[src/common/srx_pkg.sv]
// Constants for the receive status block: register map, field positions,
// reset values and sample-clock timing.
// Assumes a 32-bit AXI4-Lite bus with byte addresses.
package srx_pkg;
	// Register byte offsets
	localparam logic [4:0] ADDR_CTRL1  = 5'h00;
	localparam logic [4:0] ADDR_CTRL2  = 5'h04;
	localparam logic [4:0] ADDR_CTRL3  = 5'h08;
	localparam logic [4:0] ADDR_STATUS = 5'h0C;
	localparam logic [4:0] ADDR_DATA   = 5'h10;
	localparam logic [4:0] ADDR_BAUD   = 5'h14;
	// Control one fields
	localparam int C1_ENABLE = 0;
	localparam int C1_MODE9  = 1;
	localparam int C1_WAKE   = 2;
	localparam int C1_IDLE_LINE_TYPE_BIT   = 3;
	localparam int C1_PEN    = 4;
	localparam int C1_PTY    = 5;
	// Control two fields
	localparam int C2_RIE  = 0;
	localparam int C2_IDLE_INTERRUPT_ENABLE = 1;
	localparam int C2_RE   = 2;
	localparam int C2_RWU  = 3;
	// Control three fields
	localparam int C3_OVERRUN_INTERRUPT_ENABLE = 0;
	localparam int C3_NOISE_INTERRUPT_ENABLE = 1;
	localparam int C3_FRAMING_ERROR_INTERRUPT_ENABLE = 2;
	localparam int C3_PARITY_ERROR_INTERRUPT_ENABLE = 3;
	localparam int C3_R8   = 7;
	// Status one fields
	localparam int S1_FULL  = 0;
	localparam int S1_IDLE  = 1;
	localparam int S1_OVR   = 2;
	localparam int S1_NOISE = 3;
	localparam int S1_FRAME = 4;
	localparam int S1_PAR   = 5;
	// Reset values
	localparam logic [15:0] BAUD_RST = 16'h006C;
	localparam logic [1:0]  RESP_OKAY = 2'h0;
	localparam logic [1:0]  RESP_SLVERR = 2'h2;
	// Sample clock timing in sample ticks, idle thresholds in bit times
	localparam logic [4:0] RT_PER_BIT = 5'h10;
	localparam logic [4:0] RT_V1 = 5'h03;
	localparam logic [4:0] RT_V2 = 5'h05;
	localparam logic [4:0] RT_V3 = 5'h07;
	localparam logic [4:0] RT_S1 = 5'h08;
	localparam logic [4:0] RT_S3 = 5'h0A;
	localparam logic [7:0] STOP_T8 = 8'h9A;
	localparam logic [7:0] STOP_T9 = 8'hAA;
	localparam logic [3:0] IDLE_BITS8 = 4'hA;
	localparam logic [3:0] IDLE_BITS9 = 4'hB;
	typedef enum logic {SRX_HUNT, SRX_CHAR} srx_state_t;
endpackage

[src/verilog/srx_top.sv]
// Receive side of an asynchronous serial unit with status flags, wakeup,
// interrupt requests and an AXI4-Lite register slave.
// Assumes the receive line, mode and break inputs are synchronous to CLK_SYS.
//
// What this block does
// RULE1: Missing stop bit sets framing error flag
// RULE2: Break character also sets framing error
// RULE3: Framing error set with receiver full flag
// RULE4: Stop samples: one bad noise, more framing
// RULE5: Realign sample phase on valid falling edges
// RULE6: Stop sampled at tick 154 or 170
// RULE7: Wakeup bit mutes all receiver interrupts
// RULE8: Address mark clears wakeup, sets full flag
// RULE9: Idle wakeup sets neither idle nor full
// RULE10: Idle type selects where ones counting starts
// RULE11: Idle line may end standby at once
// RULE12: Character transfer sets full flag, interrupts
// RULE13: Ten or eleven ones set idle flag
// RULE14: Overrun keeps old data, drops new
// RULE15: Noise in any bit sets noise flag
// RULE16: Parity failure sets parity error flag
// RULE17: Wait mode runs on, registers locked out
// RULE18: Software disables unit before wait if unused
// RULE19: Stop mode halts, no interrupts, keeps state
// RULE20: Break with clear enable lets clears stick
// RULE21: Break without clear enable protects flags
// RULE22: Sample clock sixteen ticks per bit
// RULE23: Idle type one counts after stop bit
// RULE24: Wake method one selects address mark
`timescale 1ns/1ps
module srx_top import srx_pkg::*; (
	input  wire logic        CLK_SYS,            // System clock, 200 MHz
	input  wire logic        ARST_N,             // Async reset, active low
	input  wire logic        RECEIVE_LINE_PIN,   // Serial receive line
	input  wire logic        WAIT_MODE,          // Processor in wait mode
	input  wire logic        STOP_MODE,          // Processor in stop mode
	input  wire logic        DBG_BREAK,          // Debug break state
	input  wire logic        BREAK_CLEAR_ENABLE, // Clears allowed in break
	input  wire logic        S_AXI_AWVALID,      // Write address valid
	output logic             S_AXI_AWREADY,      // Write address ready
	input  wire logic [4:0]  S_AXI_AWADDR,       // Write byte address
	input  wire logic        S_AXI_WVALID,       // Write data valid
	output logic             S_AXI_WREADY,       // Write data ready
	input  wire logic [31:0] S_AXI_WDATA,        // Write data
	input  wire logic [3:0]  S_AXI_WSTRB,        // Write byte strobes
	output logic             S_AXI_BVALID,       // Write response valid
	input  wire logic        S_AXI_BREADY,       // Write response ready
	output logic [1:0]       S_AXI_BRESP,        // Write response
	input  wire logic        S_AXI_ARVALID,      // Read address valid
	output logic             S_AXI_ARREADY,      // Read address ready
	input  wire logic [4:0]  S_AXI_ARADDR,       // Read byte address
	output logic             S_AXI_RVALID,       // Read data valid
	input  wire logic        S_AXI_RREADY,       // Read data ready
	output logic [31:0]      S_AXI_RDATA,        // Read data
	output logic [1:0]       S_AXI_RRESP,        // Read response
	output logic             IRQ_RX,             // Receiver interrupt request
	output logic             IRQ_ERR             // Error interrupt request
);
	// Majority of three samples
	function automatic logic maj3(input logic [2:0] s);
		return (s[0] & s[1]) | (s[0] & s[2]) | (s[1] & s[2]);
	endfunction

	logic        ensci, mode9, wake, idle_line_type_bit, pen, pty, rie, idle_interrupt_enable, re, receiver_wakeup_bit;
	logic        overrun_interrupt_enable, noise_interrupt_enable, framing_error_interrupt_enable, parity_error_interrupt_enable;
	logic [15:0] baud_div;
	logic        receiver_full_flag, idle_f, ovr_f, noise_f, fe_f, pe_f, r8, arm;
	logic [7:0]  data_reg;
	logic        aw_held, w_held;
	logic [4:0]  aw_a;
	logic [31:0] w_d;
	logic [3:0]  w_s;
	logic        do_wr, wr_ok, rd_hs, rd_status, rd_data, allow_clr, clr;
	logic [15:0] baud_cnt;
	logic        tick, run, rx;
	srx_state_t  st;
	logic [4:0]  rt, rt_n, idle_rt;
	logic [3:0]  bitn, nbits, idle_bits, idle_thr;
	logic [2:0]  smp, s3, hist;
	logic [8:0]  dbits;
	logic        last_bit, nz, resynced, resync, idle_ev, idle_armed;
	logic [7:0]  tick_cnt;
	logic        ch_done, ch_fe, ch_nf, ch_pe, ch_brk;
	logic [8:0]  ch_data;
	logic        ch_msb, take, idle_wake;
	logic [31:0] rd_word;

	assign rx        = RECEIVE_LINE_PIN;
	assign nbits     = mode9 ? 4'h9 : 4'h8;
	assign idle_thr  = mode9 ? IDLE_BITS9 : IDLE_BITS8;
	assign run       = ensci && re && !STOP_MODE;
	assign do_wr     = aw_held && w_held && !S_AXI_BVALID;
	// RULE17: bus locked out in wait
	assign wr_ok     = do_wr && !WAIT_MODE;
	assign rd_hs     = S_AXI_ARVALID && S_AXI_ARREADY && !WAIT_MODE;
	assign rd_status = rd_hs && S_AXI_ARADDR == ADDR_STATUS;
	assign rd_data   = rd_hs && S_AXI_ARADDR == ADDR_DATA;
	// RULE20: clears allowed in break
	assign allow_clr = !DBG_BREAK || BREAK_CLEAR_ENABLE;
	assign clr       = rd_data && arm && allow_clr;
	// RULE22: sixteen ticks per bit
	assign rt_n      = (rt == RT_PER_BIT) ? 5'h01 : rt + 5'h01;
	assign s3        = {smp[1:0], rx};
	// RULE5: valid falling edge after a one
	assign resync    = st == SRX_CHAR && bitn != 4'h0 && last_bit && hist[0] && !rx
		&& (rt_n < RT_S1 || rt_n > RT_S3);

	// Write channel handshakes
	always_ff @(posedge CLK_SYS or negedge ARST_N) begin
		if (!ARST_N) begin
			S_AXI_AWREADY <= 1'b1;
			S_AXI_WREADY  <= 1'b1;
			S_AXI_BVALID  <= 1'b0;
			S_AXI_BRESP   <= RESP_OKAY;
			aw_held       <= 1'b0;
			w_held        <= 1'b0;
			aw_a          <= 5'h00;
			w_d           <= 32'h0000_0000;
			w_s           <= 4'h0;
		end else begin
			if (S_AXI_AWVALID && S_AXI_AWREADY) begin
				aw_held       <= 1'b1;
				aw_a          <= S_AXI_AWADDR;
				S_AXI_AWREADY <= 1'b0;
			end
			if (S_AXI_WVALID && S_AXI_WREADY) begin
				w_held       <= 1'b1;
				w_d          <= S_AXI_WDATA;
				w_s          <= S_AXI_WSTRB;
				S_AXI_WREADY <= 1'b0;
			end
			if (do_wr) begin
				aw_held      <= 1'b0;
				w_held       <= 1'b0;
				S_AXI_BVALID <= 1'b1;
				S_AXI_BRESP  <= (!WAIT_MODE && (aw_a == ADDR_CTRL1 || aw_a == ADDR_CTRL2
					|| aw_a == ADDR_CTRL3 || aw_a == ADDR_BAUD)) ? RESP_OKAY : RESP_SLVERR;
			end
			if (S_AXI_BVALID && S_AXI_BREADY) begin
				S_AXI_BVALID  <= 1'b0;
				S_AXI_AWREADY <= 1'b1;
				S_AXI_WREADY  <= 1'b1;
			end
		end
	end

	// Read word selection
	always_comb begin
		rd_word = 32'h0000_0000;
		case (S_AXI_ARADDR)
			ADDR_CTRL1:  rd_word[5:0] = {pty, pen, idle_line_type_bit, wake, mode9, ensci};
			ADDR_CTRL2:  rd_word[3:0] = {receiver_wakeup_bit, re, idle_interrupt_enable, rie};
			ADDR_CTRL3:  rd_word[7:0] = {r8, 3'h0, parity_error_interrupt_enable, framing_error_interrupt_enable, noise_interrupt_enable, overrun_interrupt_enable};
			ADDR_STATUS: rd_word[5:0] = {pe_f, fe_f, noise_f, ovr_f, idle_f, receiver_full_flag};
			ADDR_DATA:   rd_word[7:0] = data_reg;
			ADDR_BAUD:   rd_word[15:0] = baud_div;
			default:     rd_word = 32'h0000_0000;
		endcase
	end

	// Read channel, one-cycle answer
	always_ff @(posedge CLK_SYS or negedge ARST_N) begin
		if (!ARST_N) begin
			S_AXI_ARREADY <= 1'b1;
			S_AXI_RVALID  <= 1'b0;
			S_AXI_RDATA   <= 32'h0000_0000;
			S_AXI_RRESP   <= RESP_OKAY;
		end else if (S_AXI_ARVALID && S_AXI_ARREADY) begin
			S_AXI_ARREADY <= 1'b0;
			S_AXI_RVALID  <= 1'b1;
			S_AXI_RDATA   <= WAIT_MODE ? 32'h0000_0000 : rd_word;
			S_AXI_RRESP   <= (WAIT_MODE || S_AXI_ARADDR > ADDR_BAUD || S_AXI_ARADDR[1:0] != 2'h0)
				? RESP_SLVERR : RESP_OKAY;
		end else if (S_AXI_RVALID && S_AXI_RREADY) begin
			S_AXI_RVALID  <= 1'b0;
			S_AXI_ARREADY <= 1'b1;
		end
	end

	// Control registers, receiver enable needs the unit enabled
	always_ff @(posedge CLK_SYS or negedge ARST_N) begin
		if (!ARST_N) begin
			{ensci, mode9, wake, idle_line_type_bit, pen, pty} <= 6'h00;
			{rie, idle_interrupt_enable, re, overrun_interrupt_enable, noise_interrupt_enable, framing_error_interrupt_enable, parity_error_interrupt_enable} <= 7'h00;
			baud_div <= BAUD_RST;
		end else if (wr_ok) begin
			if (aw_a == ADDR_CTRL1 && w_s[0]) begin
				ensci <= w_d[C1_ENABLE];
				mode9 <= w_d[C1_MODE9];
				// RULE24: wake method select
				wake  <= w_d[C1_WAKE];
				// RULE23: idle type select
				idle_line_type_bit  <= w_d[C1_IDLE_LINE_TYPE_BIT];
				pen   <= w_d[C1_PEN];
				pty   <= w_d[C1_PTY];
			end
			if (aw_a == ADDR_CTRL2 && w_s[0]) begin
				rie  <= w_d[C2_RIE];
				idle_interrupt_enable <= w_d[C2_IDLE_INTERRUPT_ENABLE];
				if (ensci)
					re <= w_d[C2_RE];
			end
			if (aw_a == ADDR_CTRL3 && w_s[0]) begin
				overrun_interrupt_enable <= w_d[C3_OVERRUN_INTERRUPT_ENABLE];
				noise_interrupt_enable <= w_d[C3_NOISE_INTERRUPT_ENABLE];
				framing_error_interrupt_enable <= w_d[C3_FRAMING_ERROR_INTERRUPT_ENABLE];
				parity_error_interrupt_enable <= w_d[C3_PARITY_ERROR_INTERRUPT_ENABLE];
			end
			if (aw_a == ADDR_BAUD) begin
				if (w_s[0])
					baud_div[7:0] <= w_d[7:0];
				if (w_s[1])
					baud_div[15:8] <= w_d[15:8];
			end
		end
	end

	// Sample clock tick, frozen in stop mode
	always_ff @(posedge CLK_SYS or negedge ARST_N) begin
		if (!ARST_N) begin
			baud_cnt <= 16'h0000;
			tick     <= 1'b0;
		end else if (STOP_MODE || !ensci) begin
			tick <= 1'b0;
		end else if (baud_cnt >= baud_div) begin
			baud_cnt <= 16'h0000;
			tick     <= 1'b1;
		end else begin
			baud_cnt <= baud_cnt + 16'h0001;
			tick     <= 1'b0;
		end
	end

	// Receiver: start search, bit recovery, idle counting
	always_ff @(posedge CLK_SYS or negedge ARST_N) begin
		if (!ARST_N) begin
			st <= SRX_HUNT;
			{rt, idle_rt, bitn, idle_bits} <= 18'h00000;
			{smp, hist, dbits} <= 15'h0000;
			{last_bit, nz, resynced, idle_ev, ch_done} <= 5'h00;
			{ch_fe, ch_nf, ch_pe, ch_brk} <= 4'h0;
			ch_data  <= 9'h000;
			tick_cnt <= 8'h00;
		end else begin
			idle_ev <= 1'b0;
			ch_done <= 1'b0;
			if (!run) begin
				st <= SRX_HUNT;
			end else if (tick) begin
				hist <= {hist[1:0], rx};
				if (st == SRX_HUNT) begin
					if (!rx && hist == 3'h7) begin
						st <= SRX_CHAR;
						{rt, bitn, tick_cnt} <= {5'h01, 4'h0, 8'h01};
						{nz, resynced, last_bit, idle_rt, idle_bits} <= 12'h000;
					end else if (!rx) begin
						{idle_rt, idle_bits} <= 9'h000;
					end else if (idle_rt == RT_PER_BIT - 5'h01) begin
						// RULE10: ones counted on an idle line
						idle_rt <= 5'h00;
						if (idle_bits != 4'hF)
							idle_bits <= idle_bits + 4'h1;
						if (idle_bits + 4'h1 == idle_thr)
							idle_ev <= 1'b1;
					end else begin
						idle_rt <= idle_rt + 5'h01;
					end
				end else begin
					tick_cnt <= tick_cnt + 8'h01;
					if (resync) begin
						// RULE5: phase realigned to edge
						rt       <= 5'h01;
						last_bit <= 1'b0;
						if (rt_n != 5'h01)
							resynced <= 1'b1;
						if (rt_n > RT_S3 || rt_n == 5'h01)
							bitn <= bitn + 4'h1;
					end else begin
						rt <= rt_n;
						if (rt_n == 5'h01)
							bitn <= bitn + 4'h1;
						if (rt_n >= RT_S1 && rt_n <= RT_S3
							|| bitn == 4'h0 && (rt_n == RT_V1 || rt_n == RT_V2 || rt_n == RT_V3))
							smp <= s3;
						if (bitn == 4'h0 && rt_n == RT_V3) begin
							if (maj3(s3))
								st <= SRX_HUNT;
							else if (s3 != 3'h0)
								nz <= 1'b1;
						end else if (rt_n == RT_S3) begin
							if (bitn == 4'h0) begin
								// RULE15: noise on start bit
								nz <= nz | (s3 != 3'h0);
							end else if (bitn <= nbits) begin
								dbits[bitn - 4'h1] <= maj3(s3);
								last_bit <= maj3(s3);
								nz <= nz | (s3 != 3'h0 && s3 != 3'h7);
								// RULE10: type 0 counts data ones
								if (!idle_line_type_bit && maj3(s3))
									idle_bits <= idle_bits + 4'h1;
								else
									idle_bits <= 4'h0;
							end else begin
								// RULE6: stop bit decided here
								st      <= SRX_HUNT;
								ch_done <= 1'b1;
								ch_data <= mode9 ? dbits : {1'b0, dbits[7:0]};
								// RULE4: mixed samples noise, low majority framing
								ch_nf   <= nz | (s3 != 3'h0 && s3 != 3'h7);
								// RULE1: stop not a one
								ch_fe   <= !maj3(s3);
								// RULE2: all zero character is a break
								ch_brk  <= !maj3(s3) && (mode9 ? dbits : {1'b0, dbits[7:0]}) == 9'h000;
								// RULE16: parity over data bits
								ch_pe   <= pen && ((mode9 ? ^dbits : ^dbits[7:0]) != pty);
								if (!idle_line_type_bit && maj3(s3))
									idle_bits <= idle_bits + 4'h1;
								idle_rt <= 5'h00;
							end
						end
					end
				end
			end
		end
	end

	assign ch_msb    = mode9 ? ch_data[8] : ch_data[7];
	// RULE8: address mark takes character
	assign take      = ch_done && (!receiver_wakeup_bit || wake && ch_msb);
	// RULE11: already idle line ends standby
	assign idle_wake = receiver_wakeup_bit && !wake && idle_bits >= idle_thr;

	// Status flags, data register and standby, set wins over clear
	always_ff @(posedge CLK_SYS or negedge ARST_N) begin
		if (!ARST_N) begin
			{receiver_full_flag, idle_f, ovr_f, noise_f, fe_f, pe_f, r8, arm} <= 8'h00;
			{receiver_wakeup_bit, idle_armed} <= 2'h0;
			data_reg <= 8'h00;
		end else begin
			// RULE21: arm held through protected break
			if (rd_status && allow_clr)
				arm <= 1'b1;
			else if (clr)
				arm <= 1'b0;
			if (clr)
				{receiver_full_flag, idle_f, ovr_f, noise_f, fe_f, pe_f} <= 6'h00;
			if (wr_ok && aw_a == ADDR_CTRL2 && w_s[0] && ensci)
				receiver_wakeup_bit <= w_d[C2_RWU];
			else if (idle_wake || take && receiver_wakeup_bit)
				// RULE9: idle wake leaves flags alone
				receiver_wakeup_bit <= 1'b0;
			if (ch_done)
				idle_armed <= 1'b1;
			if (idle_ev && idle_armed && !receiver_wakeup_bit) begin
				// RULE13: idle flag after ten or eleven ones
				idle_f     <= 1'b1;
				idle_armed <= 1'b0;
			end
			if (take) begin
				if (receiver_full_flag && !clr) begin
					// RULE14: overrun keeps old data
					ovr_f <= 1'b1;
				end else begin
					// RULE12: transfer sets full flag
					receiver_full_flag     <= 1'b1;
					data_reg <= ch_brk ? 8'h00 : ch_data[7:0];
					r8       <= ch_brk ? 1'b0 : ch_msb;
					// RULE3: errors with full flag
					fe_f     <= ch_fe;
					noise_f  <= ch_nf;
					pe_f     <= ch_pe;
				end
			end
		end
	end

	// Interrupt requests, muted in standby and stop mode
	always_ff @(posedge CLK_SYS or negedge ARST_N) begin
		if (!ARST_N) begin
			IRQ_RX  <= 1'b0;
			IRQ_ERR <= 1'b0;
		end else begin
			// RULE7: standby mutes requests
			// RULE19: stop mode raises nothing
			IRQ_RX  <= !receiver_wakeup_bit && !STOP_MODE && (receiver_full_flag && rie || idle_f && idle_interrupt_enable);
			IRQ_ERR <= !receiver_wakeup_bit && !STOP_MODE
				&& (ovr_f && overrun_interrupt_enable || noise_f && noise_interrupt_enable || fe_f && framing_error_interrupt_enable || pe_f && parity_error_interrupt_enable);
		end
	end
endmodule // srx_top

[config.mk]
export PLATFORM = sky130hd
export DESIGN_NAME = srx_top
export DESIGN_NICKNAME = d
export VERILOG_FILES = /design/src/common/srx_pkg.sv /design/src/verilog/srx_top.sv
export SDC_FILE = /design/constraint.sdc
export NUM_CORES = 1
export LEC_CHECK = 0
export BUFFER_PORTS_ARGS = -buffer_cell sky130_fd_sc_hd__buf_2
export CAP_MARGIN = 10
export CORE_ASPECT_RATIO = 1.5
export CORE_UTILIZATION = 59
export CTS_CLUSTER_SIZE = 28
export DETAILED_ROUTE_END_ITERATION = 10
export PLACE_DENSITY = 0.8
export SYNTH_ARGS = -nofsm -noshare
export SYNTH_HDL_FRONTEND = slang
export SYNTH_SLANG_ARGS = --single-unit
export TNS_END_PERCENT = 50
[constraint.sdc]
create_clock -name CLK_SYS -period 4.29 [get_ports CLK_SYS]
set_input_delay 0.858 -clock CLK_SYS [delete_from_list [all_inputs] [get_ports CLK_SYS]]
set_output_delay 0.858 -clock CLK_SYS [all_outputs]
set_load 0.05 [all_outputs]
# ---- Word-level counts from Yosys, hierarchy flattened
# Index checks and enable logic that the tools add are counted.
dict set report word_totals {
  reg_bits 182
  in_bits 58
  out_inout_bits 43
  word_cells 373
}
dict set report op_classes {
  addsub 6
  order_cmp 10
  eq_ne 39
  muxes 126
  n_bitwise 12
  reduce_logical 120
}
# op n
set op_table {}
lappend op_table {{$mux W1} 84}
lappend op_table {{$mux W4} 17}
lappend op_table {{$mux W5} 13}
lappend op_table {{$logic_and A1 B1 Y1} 54}
lappend op_table {{$mux W16} 2}
lappend op_table {{$eq A5 B4 Y1 const B} 5}
lappend op_table {{$pmux W4 S6} 1}
lappend op_table {{$reduce_and A8 Y1} 3}
lappend op_table {{$reduce_bool A2 Y1} 12}
lappend op_table {{$eq A5 B3 Y1 const B} 4}
lappend op_table {{$eq A5 B5 Y1 const B} 4}
lappend op_table {{$logic_or A1 B1 Y1} 18}
lappend op_table {{$add A16 B1 Y16 const B} 1}
lappend op_table {{$ge A16 B16 Y1} 1}
lappend op_table {{$mux W8} 2}
lappend op_table {{$ne A3 B1 Y1 const B} 5}
lappend op_table {{$reduce_and A7 Y1} 2}
lappend op_table {{$ne A3 B3 Y1 const B} 4}
lappend op_table {{$ne A4 B1 Y1 const B} 3}
lappend op_table {{$reduce_and A3 Y1} 4}
lappend op_table {{$logic_not A1 Y1} 11}
lappend op_table {{$add A5 B1 Y5 const B} 2}
lappend op_table {{$logic_not A5 Y1} 2}
lappend op_table {{$ne A2 B2 Y1 const B} 5}
lappend op_table {{other kinds (37)} 54}

# ---- Depth between registers and ports, before layout
# Gate-level depths: netlist (run 1).
dict set report logic_depth {
  depth_word 11
  mapped_depth 9
  depth_no_buf 8
}

# ---- Least setup slack after synthesis (run 1)
# Ideal clock, no wire load.
dict set report synth_path {
  path_type {input to register}
  start {in RECEIVE_LINE_PIN}
  end {reg idle_bits[3]}
  setup_time_ps 92
  t_arrival_ps 2263
  required_ps 4198
  setup_slack_ps 1935
  path_stages 7
  path_buffers 1
  cell_sequence {buf_2 > maj3_1 > inv_1 > o311ai_0 > nand2_1 > a31o_2 > o31ai_2}
}
dict set report synth_between {
  elab_chain_cells 11
  elab_cells_between_ends 23
  cone_classes {eq/ne (4); mux (9); bitwise (4); reduce/logical (6)}
}
# item line_no
set synth_lines {}
lappend synth_lines {{start: declaration} srx_top.sv:34} ;# input wire logic RECEIVE_LINE_PIN,
lappend synth_lines {{$and A1 B1 Y1} srx_top.sv:61} ;# return (s[0] & s[1]) | (s[0] & s[2]) | (s[1] & s[2]);
lappend synth_lines {{$or A1 B1 Y1 (2 in a row)} srx_top.sv:61}
lappend synth_lines {{$logic_and A1 B1 Y1} {srx_top.sv:299, srx_top.sv:316}}
lappend synth_lines {{$mux W4} srx_top.sv:299} ;# if (!idle_line_type_bit && maj3(s3))
lappend synth_lines {{$mux W4} srx_top.sv:294} ;# end else if (bitn <= nbits) begin
lappend synth_lines {{$mux W4} srx_top.sv:291} ;# if (bitn == 4'h0) begin
lappend synth_lines {{$mux W4} srx_top.sv:290} ;# end else if (rt_n == RT_S3) begin
lappend synth_lines {{$mux W4} srx_top.sv:285} ;# if (bitn == 4'h0 && rt_n == RT_V3) begin
lappend synth_lines {{$mux W4} srx_top.sv:270} ;# if (resync) begin
lappend synth_lines {{$mux W4} srx_top.sv:251} ;# if (st == SRX_HUNT) begin
lappend synth_lines {{end signal: assignment} srx_top.sv:262} ;# idle_bits <= idle_bits + 4'h1;
lappend synth_lines {{end signal: assignment} srx_top.sv:300} ;# idle_bits <= idle_bits + 4'h1;
lappend synth_lines {{end signal: assignment} srx_top.sv:317} ;# idle_bits <= idle_bits + 4'h1;
lappend synth_lines {{end: declaration} srx_top.sv:78} ;# logic [3:0] bitn, nbits, idle_bits, idle_thr;
# Several ways; a longest one is shown, not always the timed one. The select of a mux whose other input is x is not followed.
# A chain may end at the register's enable or synchronous reset.

# ---- Final worst setup path (run 1)
dict set report layout_path {
  start {in S_AXI_ARADDR[3]}
  end {reg fe_f}
}
dict set report layout_between {
  elab_chain_cells 8
  elab_cells_between_ends 9
  cone_classes {eq/ne (1); mux (3); reduce/logical (5)}
}
# item line_no
set layout_lines {}
lappend layout_lines {{start: declaration} srx_top.sv:51} ;# input wire logic [4:0] S_AXI_ARADDR,
lappend layout_lines {{$eq A5 B5 Y1 (*)} srx_top.sv:97} ;# assign rd_data = rd_hs && S_AXI_ARADDR == ADDR_DATA;
lappend layout_lines {{$logic_and A1 B1 Y1 (*)} srx_top.sv:97}
lappend layout_lines {{$logic_and A1 B1 Y1 (*) (2 in a row)} srx_top.sv:100} ;# assign clr = rd_data && arm && allow_clr;
lappend layout_lines {{$logic_not A1 Y1} srx_top.sv:360} ;# if (receiver_full_flag && !clr) begin
lappend layout_lines {{$logic_and A1 B1 Y1} srx_top.sv:360}
lappend layout_lines {{$mux W1} srx_top.sv:360}
lappend layout_lines {{$mux W1 (*)} srx_top.sv:359} ;# if (take) begin
lappend layout_lines {{end signal: assignment} srx_top.sv:369} ;# fe_f <= ch_fe;
lappend layout_lines {{end: declaration} srx_top.sv:67} ;# logic receiver_full_flag, idle_f, ovr_f, noise_f, fe_f, pe_f, r8, arm;
# Mark *: on every way between the ends. The rest lies on a longest branch, timed or not.

==> results of run 1 <==
[cells by family after synthesis]
family,Yosys count,share of synthesized area [%]
other,1,0.0445
buffers and inverters,84,4.87
muxes,78,10.3
AOI/OAI and AO/OA,158,14.4
adders and majority gates,35,5.17
xor gates and xnor gates,25,2.82
and+or+nand+nor,223,13.6
DFF,164,48.8
[cell type report]
type                    count  area (sq um)  area share [%]
clock inverters            15           124            1.32
well taps                 192           240            2.56
flip-flops and latches    164          4110            43.8
repair buffers             67           362            3.85
inverters                  44           165            1.76
multi-input cells         537          3970            42.2
clock buffers              17           425            4.53
[routing by layer]
layer	wire length, microns	track usage (%)
met2	10500	51.0
met4	823	15.2
met1	6940	28.2
met5	0	0
met3	645	4.51
[metrics by stage]
step                util, %  cell area, sq um  hold slack [ns]
global placement       63.2              8850            0.456
CTS                    67.2              9400            0.483
floorplan                 -              8490            0.438
detailed placement     63.2              8850            0.469
global route           67.2              9400            0.508
finish                 67.2              9400            0.481
[where the power goes]
group / internal, mW / switching, mW
sequential: 1.80 / 0.247
clock: 0.757 / 0.659
combinational: 0.364 / 0.505
total: 2.92 / 1.41
[worst max-delay path, stage by stage]
cell     delay, ns
buf_2         0.19
nor2_1        0.20
and3_1        0.41
nand3_1       0.28
a21oi_1       0.77
o21ai_0       0.25
[worst paths after layout]
kind	from	to	slack, ns
setup / recovery	S_AXI_ARADDR[3]	fe_f$_DFF_PN0_	1.57
hold / removal	data_reg[6]$_DFFE_PN0P_	data_reg[6]$_DFFE_PN0P_	0.48
setup reg to reg	bitn[0]$_DFFE_PN0P_	idle_bits[1]$_DFFE_PN0P_	1.67
hold reg to reg	data_reg[6]$_DFFE_PN0P_	data_reg[6]$_DFFE_PN0P_	0.48
max in group asynchronous	ARST_N	S_AXI_AWREADY$_DFFE_PN1P_	2.83
min in group asynchronous	ARST_N	w_d[8]$_DFFE_PN0P_	0.53
[cells in the mapped netlist (all sizes together), types with 4 or more instances]
library cell	count
xor2	15
clkbuf	12
mux2i	16
nand2b	6
a211oi	4
a221oi	4
mux2	62
a222oi	5
o31ai	5
nor2	42
dfrtp	157
inv	44
dfstp	7
a21oi	19
and3	8
nand4	6
xnor2	10
nor3	10
nand3	20
a31oi	12
ha	34
nor2b	10
buf	28
nand2	88
a22o	17
a21boi	6
o21ai	36
a21o	11
nand3b	11
and4	6
==> summary.md, run 1 <==
| Metric | Value |
|---|---|
| DRT Pass-1 Iters | 9 |
| H-tree Lvls | 4 |
| Worst Setup Start Kind | primary input |
| Clk buf depth | 2 |
| Maximum vdd ir drop | 0.243 mV |
| Routed length per instance | 18.3 microns |
| Vias | 6,130 |
| Yosys top cell area share | 46.6% |
| Worst skew pair latency | 0.42 ns |
| Setup repair bufs after CTS | 0 |
| Synth Warn # | 0 |
| Syn Area/Cell | 11.0 sq um |
| Synth top area cells | dfrtp_1 47%, mux2_2 8.1%, ha_1 5.0% |
| Most common cell after layout, fill and taps aside | dfrtp_1 |
| Total routed wirelength | 18.9 mm |
| Post-route clock period utilization | 63.3% |
| EDFF count, synth | 0 |
| Initial Utilization | 60.2% |
| Pleak | 4.53 nW |
| Port-buffer cells | 64 |
| Status | finished clean |
| Vias/cell | 5.92 |
| RSZ-0062 raised after global routing | false |
| Layout cell share with drive strength beyond 1 | 22.7% |
| CTS tree | yes |
| Cts bufs inserted | 17 |
| Max FO, Critical Path | 14 |
| Finish-stage setup viols | 0 |
| Overall power | 4.33 mW |
| Hold WC Path Type | reg2reg |
| PwrDens | 461 mW/mm^2 |
| Die ar. | 0.0148 sq mm |
| Cell variety after synth | 86 |
| Worst Hold Depth | 2 |
| Die H | 148 microns |
| Most frequent cells in the layout | 157 x dfrtp_1, 87 x nand2_1, 63 x buf_2 |
| Peak Freq | 0.368 GHz |
| Largest net degree at the start of global routing | 101 |
| Cell taking the most area after synthesis | dfrtp_1 |
| Gr usage total | 27.1% |
| Number of clock sinks | 164 |
| Max Cap Viol | 0 |
| Req. time, crit path | 4.54 ns |
| Worst r2r path cells | 7 |
| Post-Place Worst Slack | 1.26 ns |
| Register area share after synthesis | 48.8% |
| CTS root buffer | clkbuf_16 |
| Antenna Cells | 0 |
| Total placed cells including tap cells | 1,004 |
| Starting DRT DRC Count | 348 |
| First-pass GRT wire length | 31.0 mm |
| IO Pins | 101 |
| Initial antenna violation count | 0 |
| Fraction of registers with async set/reset | 100% |
| Clk_skew | 0.0104 ns |
| Critical Path AT | 2.96 ns |
| Worst slew pin tran | 1.05 ns |
| Final setup margin | 1.57 ns |
| Final Slew Violations | 0 |
| Synth Instances | 768 |
| GRT overflow | 0 |
| Vias in the first global route | 6,384 |
| Die Wd | 99.6 microns |
| Rel. slew slack | 29.4% |
| Resized Gates After CTS | 0 |
| Fillers | 1,041 |
| Register bit count reported by yosys | 164 |
| Post-layout nets | 923 |
| DRC viols | 0 |
| Final RePlAce weighted congestion | 0.912 |
| Synth-to-layout area growth | 11.5% |
| CP Class | in2reg |
| Standard-cell rows | 53 |
| Setup TNS | 0 ns |
| Core ar. | 0.0140 sq mm |
| Count of non-filler cells in the finished layout | 1,036 |
| Antenna viol nets, final | 0 |
| Final HPWL DP | 14.0 mm |
| Crit end category | register |
| Final hold vios | 0 |
| Mapped Area | 0.00843 sq mm |
| Synth Flop Type | dfrtp_1 |
| Fin crit period | 2.72 ns |
| Clock slew at reported path FFs | 0.06 ns |
| Hold_buf cts | 0 |
Power figures use the tool's default switching activity.
==> run 2, diff against run 1 <==
==> constraint.sdc (replaced) <==
create_clock -name CLK_SYS -period 2.6 [get_ports CLK_SYS]
set_input_delay 0.52 -clock CLK_SYS [delete_from_list [all_inputs] [get_ports CLK_SYS]]
set_output_delay 0.52 -clock CLK_SYS [all_outputs]
set_load 0.05 [all_outputs]
==> summary.md, run 2 (synthesis results as in run 1) <==
| Metric | Value |
|---|---|
| Layout cell share with drive strength beyond 1 | 24.2% (+1.5 points) |
| Setup slack, reg-to-reg | 0.14 ns (-1.53 ns) |
| GRT overflow | 0 (unchanged) |
| Max FO, Critical Path | 7 (-7) |
| Worst Setup Start Kind | register |
| Die H | 148 microns (unchanged) |
| Worst path cell trace | inv_1 > ha_1 > nand2b_1 > a21oi_2 > o2111ai_4 > a221oi_4 > nor2b_1 > a31o_1 |
| WP buf/inv | 1 (unchanged) |
| Pleak | 4.65 nW (+2.7%) |
| Die ar. | 0.0148 sq mm (unchanged) |
| IO Pins | 101 (unchanged) |
| Req. time, crit path | 2.92 ns (-1.62 ns) |
| Cts bufs inserted | 17 (unchanged) |
| Most common cell after layout, fill and taps aside | dfrtp_1 |
| Most frequent cells in the layout | 157 x dfrtp_1, 87 x nand2_1, 63 x buf_2 |
| Starting DRT DRC Count | 343 (-1.4%) |
| Crit-path max cell delay | 0.47 ns (-0.30 ns) |
| Maximum vdd ir drop | 0.389 mV (+60%) |
| Crit end category | register |
| Clk buf depth | 2 (unchanged) |
| Rel. slew slack | 63.0% (+34 points) |
| Post-route clock period utilization | 94.5% |
| Vias in the first global route | 6,577 (+3.0%) |
| Worst Hold Depth | 2 (unchanged) |
| H-tree Lvls | 4 (unchanged) |
| CP Class | reg2reg |
| Total routed wirelength | 19.4 mm (+2.6%) |
| Hold_sp | S_AXI_AWVALID |
| Initial antenna violation count | 0 (unchanged) |
| Finish-stage setup viols | 0 (unchanged) |
| Critical Path AT | 2.78 ns (-0.18 ns) |
| Setup TNS | 0 ns (unchanged) |
| Fin crit period | 2.46 ns |
| Vias | 6,211 (+1.3%) |
| First-pass GRT wire length | 31.9 mm (+2.9%) |
| Max Cap Viol | 0 (unchanged) |
| DRC viols | 0 (unchanged) |
| Worst r2r path cells | 8 (+1) |
| RSZ-0062 raised after global routing | false |
| Hold Path Sink | S_AXI_AWREADY$_DFFE_PN1P_ |
| Final Slew Violations | 0 (unchanged) |
| Largest net degree at the start of global routing | 52 (-49%) |
| Core ar. | 0.0140 sq mm (unchanged) |
| Final core utilization | 68.7% (+1.5 points) |
| CTS root buffer | clkbuf_16 |
| Port-buffer cells | 64 (unchanged) |
| Total placed cells including tap cells | 1,019 (+1.5%) |
| PwrDens | 773 mW/mm^2 (+68%) |
| Count of non-filler cells in the finished layout | 1,054 (+1.7%) |
| Post-layout nets | 941 (+2.0%) |
| Post-Place Worst Slack | 0.120 ns (-1.14 ns) |
| Antenna Cells | 0 (unchanged) |
| Clock slew at reported path FFs | 0.06 ns (about the same) |
| Antenna viol nets, final | 0 (unchanged) |
| DRT Pass-1 Iters | 7 (-2) |
| Reg-to-Reg Start | rt[0]$_DFFE_PN0P_ |
| Clk_skew | 0.0105 ns (+0.0000392 ns) |
| Worst skew pair latency | 0.43 ns (about the same) |
| Final HPWL DP | 14.2 mm (+1.7%) |
| Final setup margin | 0.143 ns (-1.43 ns) |
| Reg-to-Reg End | idle_rt[1]$_DFFE_PN0P_ |
| Initial Utilization | 60.2% (unchanged) |
| Gr usage total | 28.2% (+1.1 points) |
| Hold WC Path Type | in2reg |
| Standard-cell rows | 53 (unchanged) |
| Final hold slack | 0.252 ns (-0.229 ns) |
| Worst slew pin tran | 0.555 ns (-0.491 ns) |
| Peak Freq | 0.407 GHz |
| Number of clock sinks | 164 (unchanged) |
| Final RePlAce weighted congestion | 0.890 (-2.4%) |
| Vias/cell | 5.89 (-0.41%) |
| Status | finished clean |
| Final hold vios | 0 (unchanged) |
| Synth-to-layout area growth | 14.1% |
| CP delay by family, top | compound AO/OA/AOI/OAI gates |
| Routed length per instance | 18.4 microns (+0.88%) |
| CP max stage cell | a221oi_4 |
| CTS tree | yes |
| Die Wd | 99.6 microns (unchanged) |
run 2: cell type report:
type                    count  area (sq um)
well taps                 192           240
fillers                  1033          4380
inverters                  44           165
repair buffers             85           512
clock buffers              21           460
clock inverters            11           149
multi-input cells         537          3980
flip-flops and latches    164          4110
run 2: routing by layer:
layer / wire (microns) / track usage (%) / up-vias
met5: 0 / 0 / -
li1: - / - / 2874
met3: 729 / 5.87 / 58
met1: 6950 / 28.3 / 3079
met2: 10900 / 53.2 / 200
met4: 833 / 15.8 / 0
run 2: metrics by stage:
step	total power, mW	instance area [sq um]
2_1_floorplan	4.32	8490
4_1_cts	7.44	9590
3_5_place_dp	4.84	8970
6_report	7.43	9610
3_3_place_gp	4.73	8970
5_1_grt	7.75	9610
run 2: what timing repair did:
item	in CTS	in global routing
hold endpoints to repair	35	0
gates resized for setup	0	2
hold buffers	1	0
endpoints found under the setup margin	0	5
setup buffers	0	2
run 2: power by group:
| part | switching (mW) | leakage, nW | internal [mW] |
|---|---|---|---|
| Clock | 1.04 | 0.302 | 1.57 |
| Sequential | 0.401 | 2.10 | 2.97 |
| Combinational | 0.835 | 2.25 | 0.619 |
| Total | 2.27 | 4.65 | 5.16 |
run 2: how the worst max path moves through the flow:
stage	from	to	slack, ns	cells after the start
floorplan	bitn[0]$_DFFE_PN0P_	idle_rt[1]$_DFFE_PN0P_	0.31	9
global placement	bitn[0]$_DFFE_PN0P_	idle_rt[1]$_DFFE_PN0P_	0.24	7
detailed placement	rt[0]$_DFFE_PN0P_	smp[1]$_DFFE_PN0P_	0.12	8
CTS	rt[0]$_DFFE_PN0P_	smp[1]$_DFFE_PN0P_	0.11	8
global route	rt[0]$_DFFE_PN0P_	idle_rt[1]$_DFFE_PN0P_	0.003	8
finish	rt[0]$_DFFE_PN0P_	idle_rt[1]$_DFFE_PN0P_	0.14	8
run 2: worst register-to-register path, cell delays in order (launching register included):
cell	delay, ns
dfrtp_1	0.45
inv_1	0.12
ha_1	0.25
nand2b_1	0.09
a21oi_2	0.42
o2111ai_4	0.27
a221oi_4	0.47
nor2b_1	0.09
a31o_1	0.19
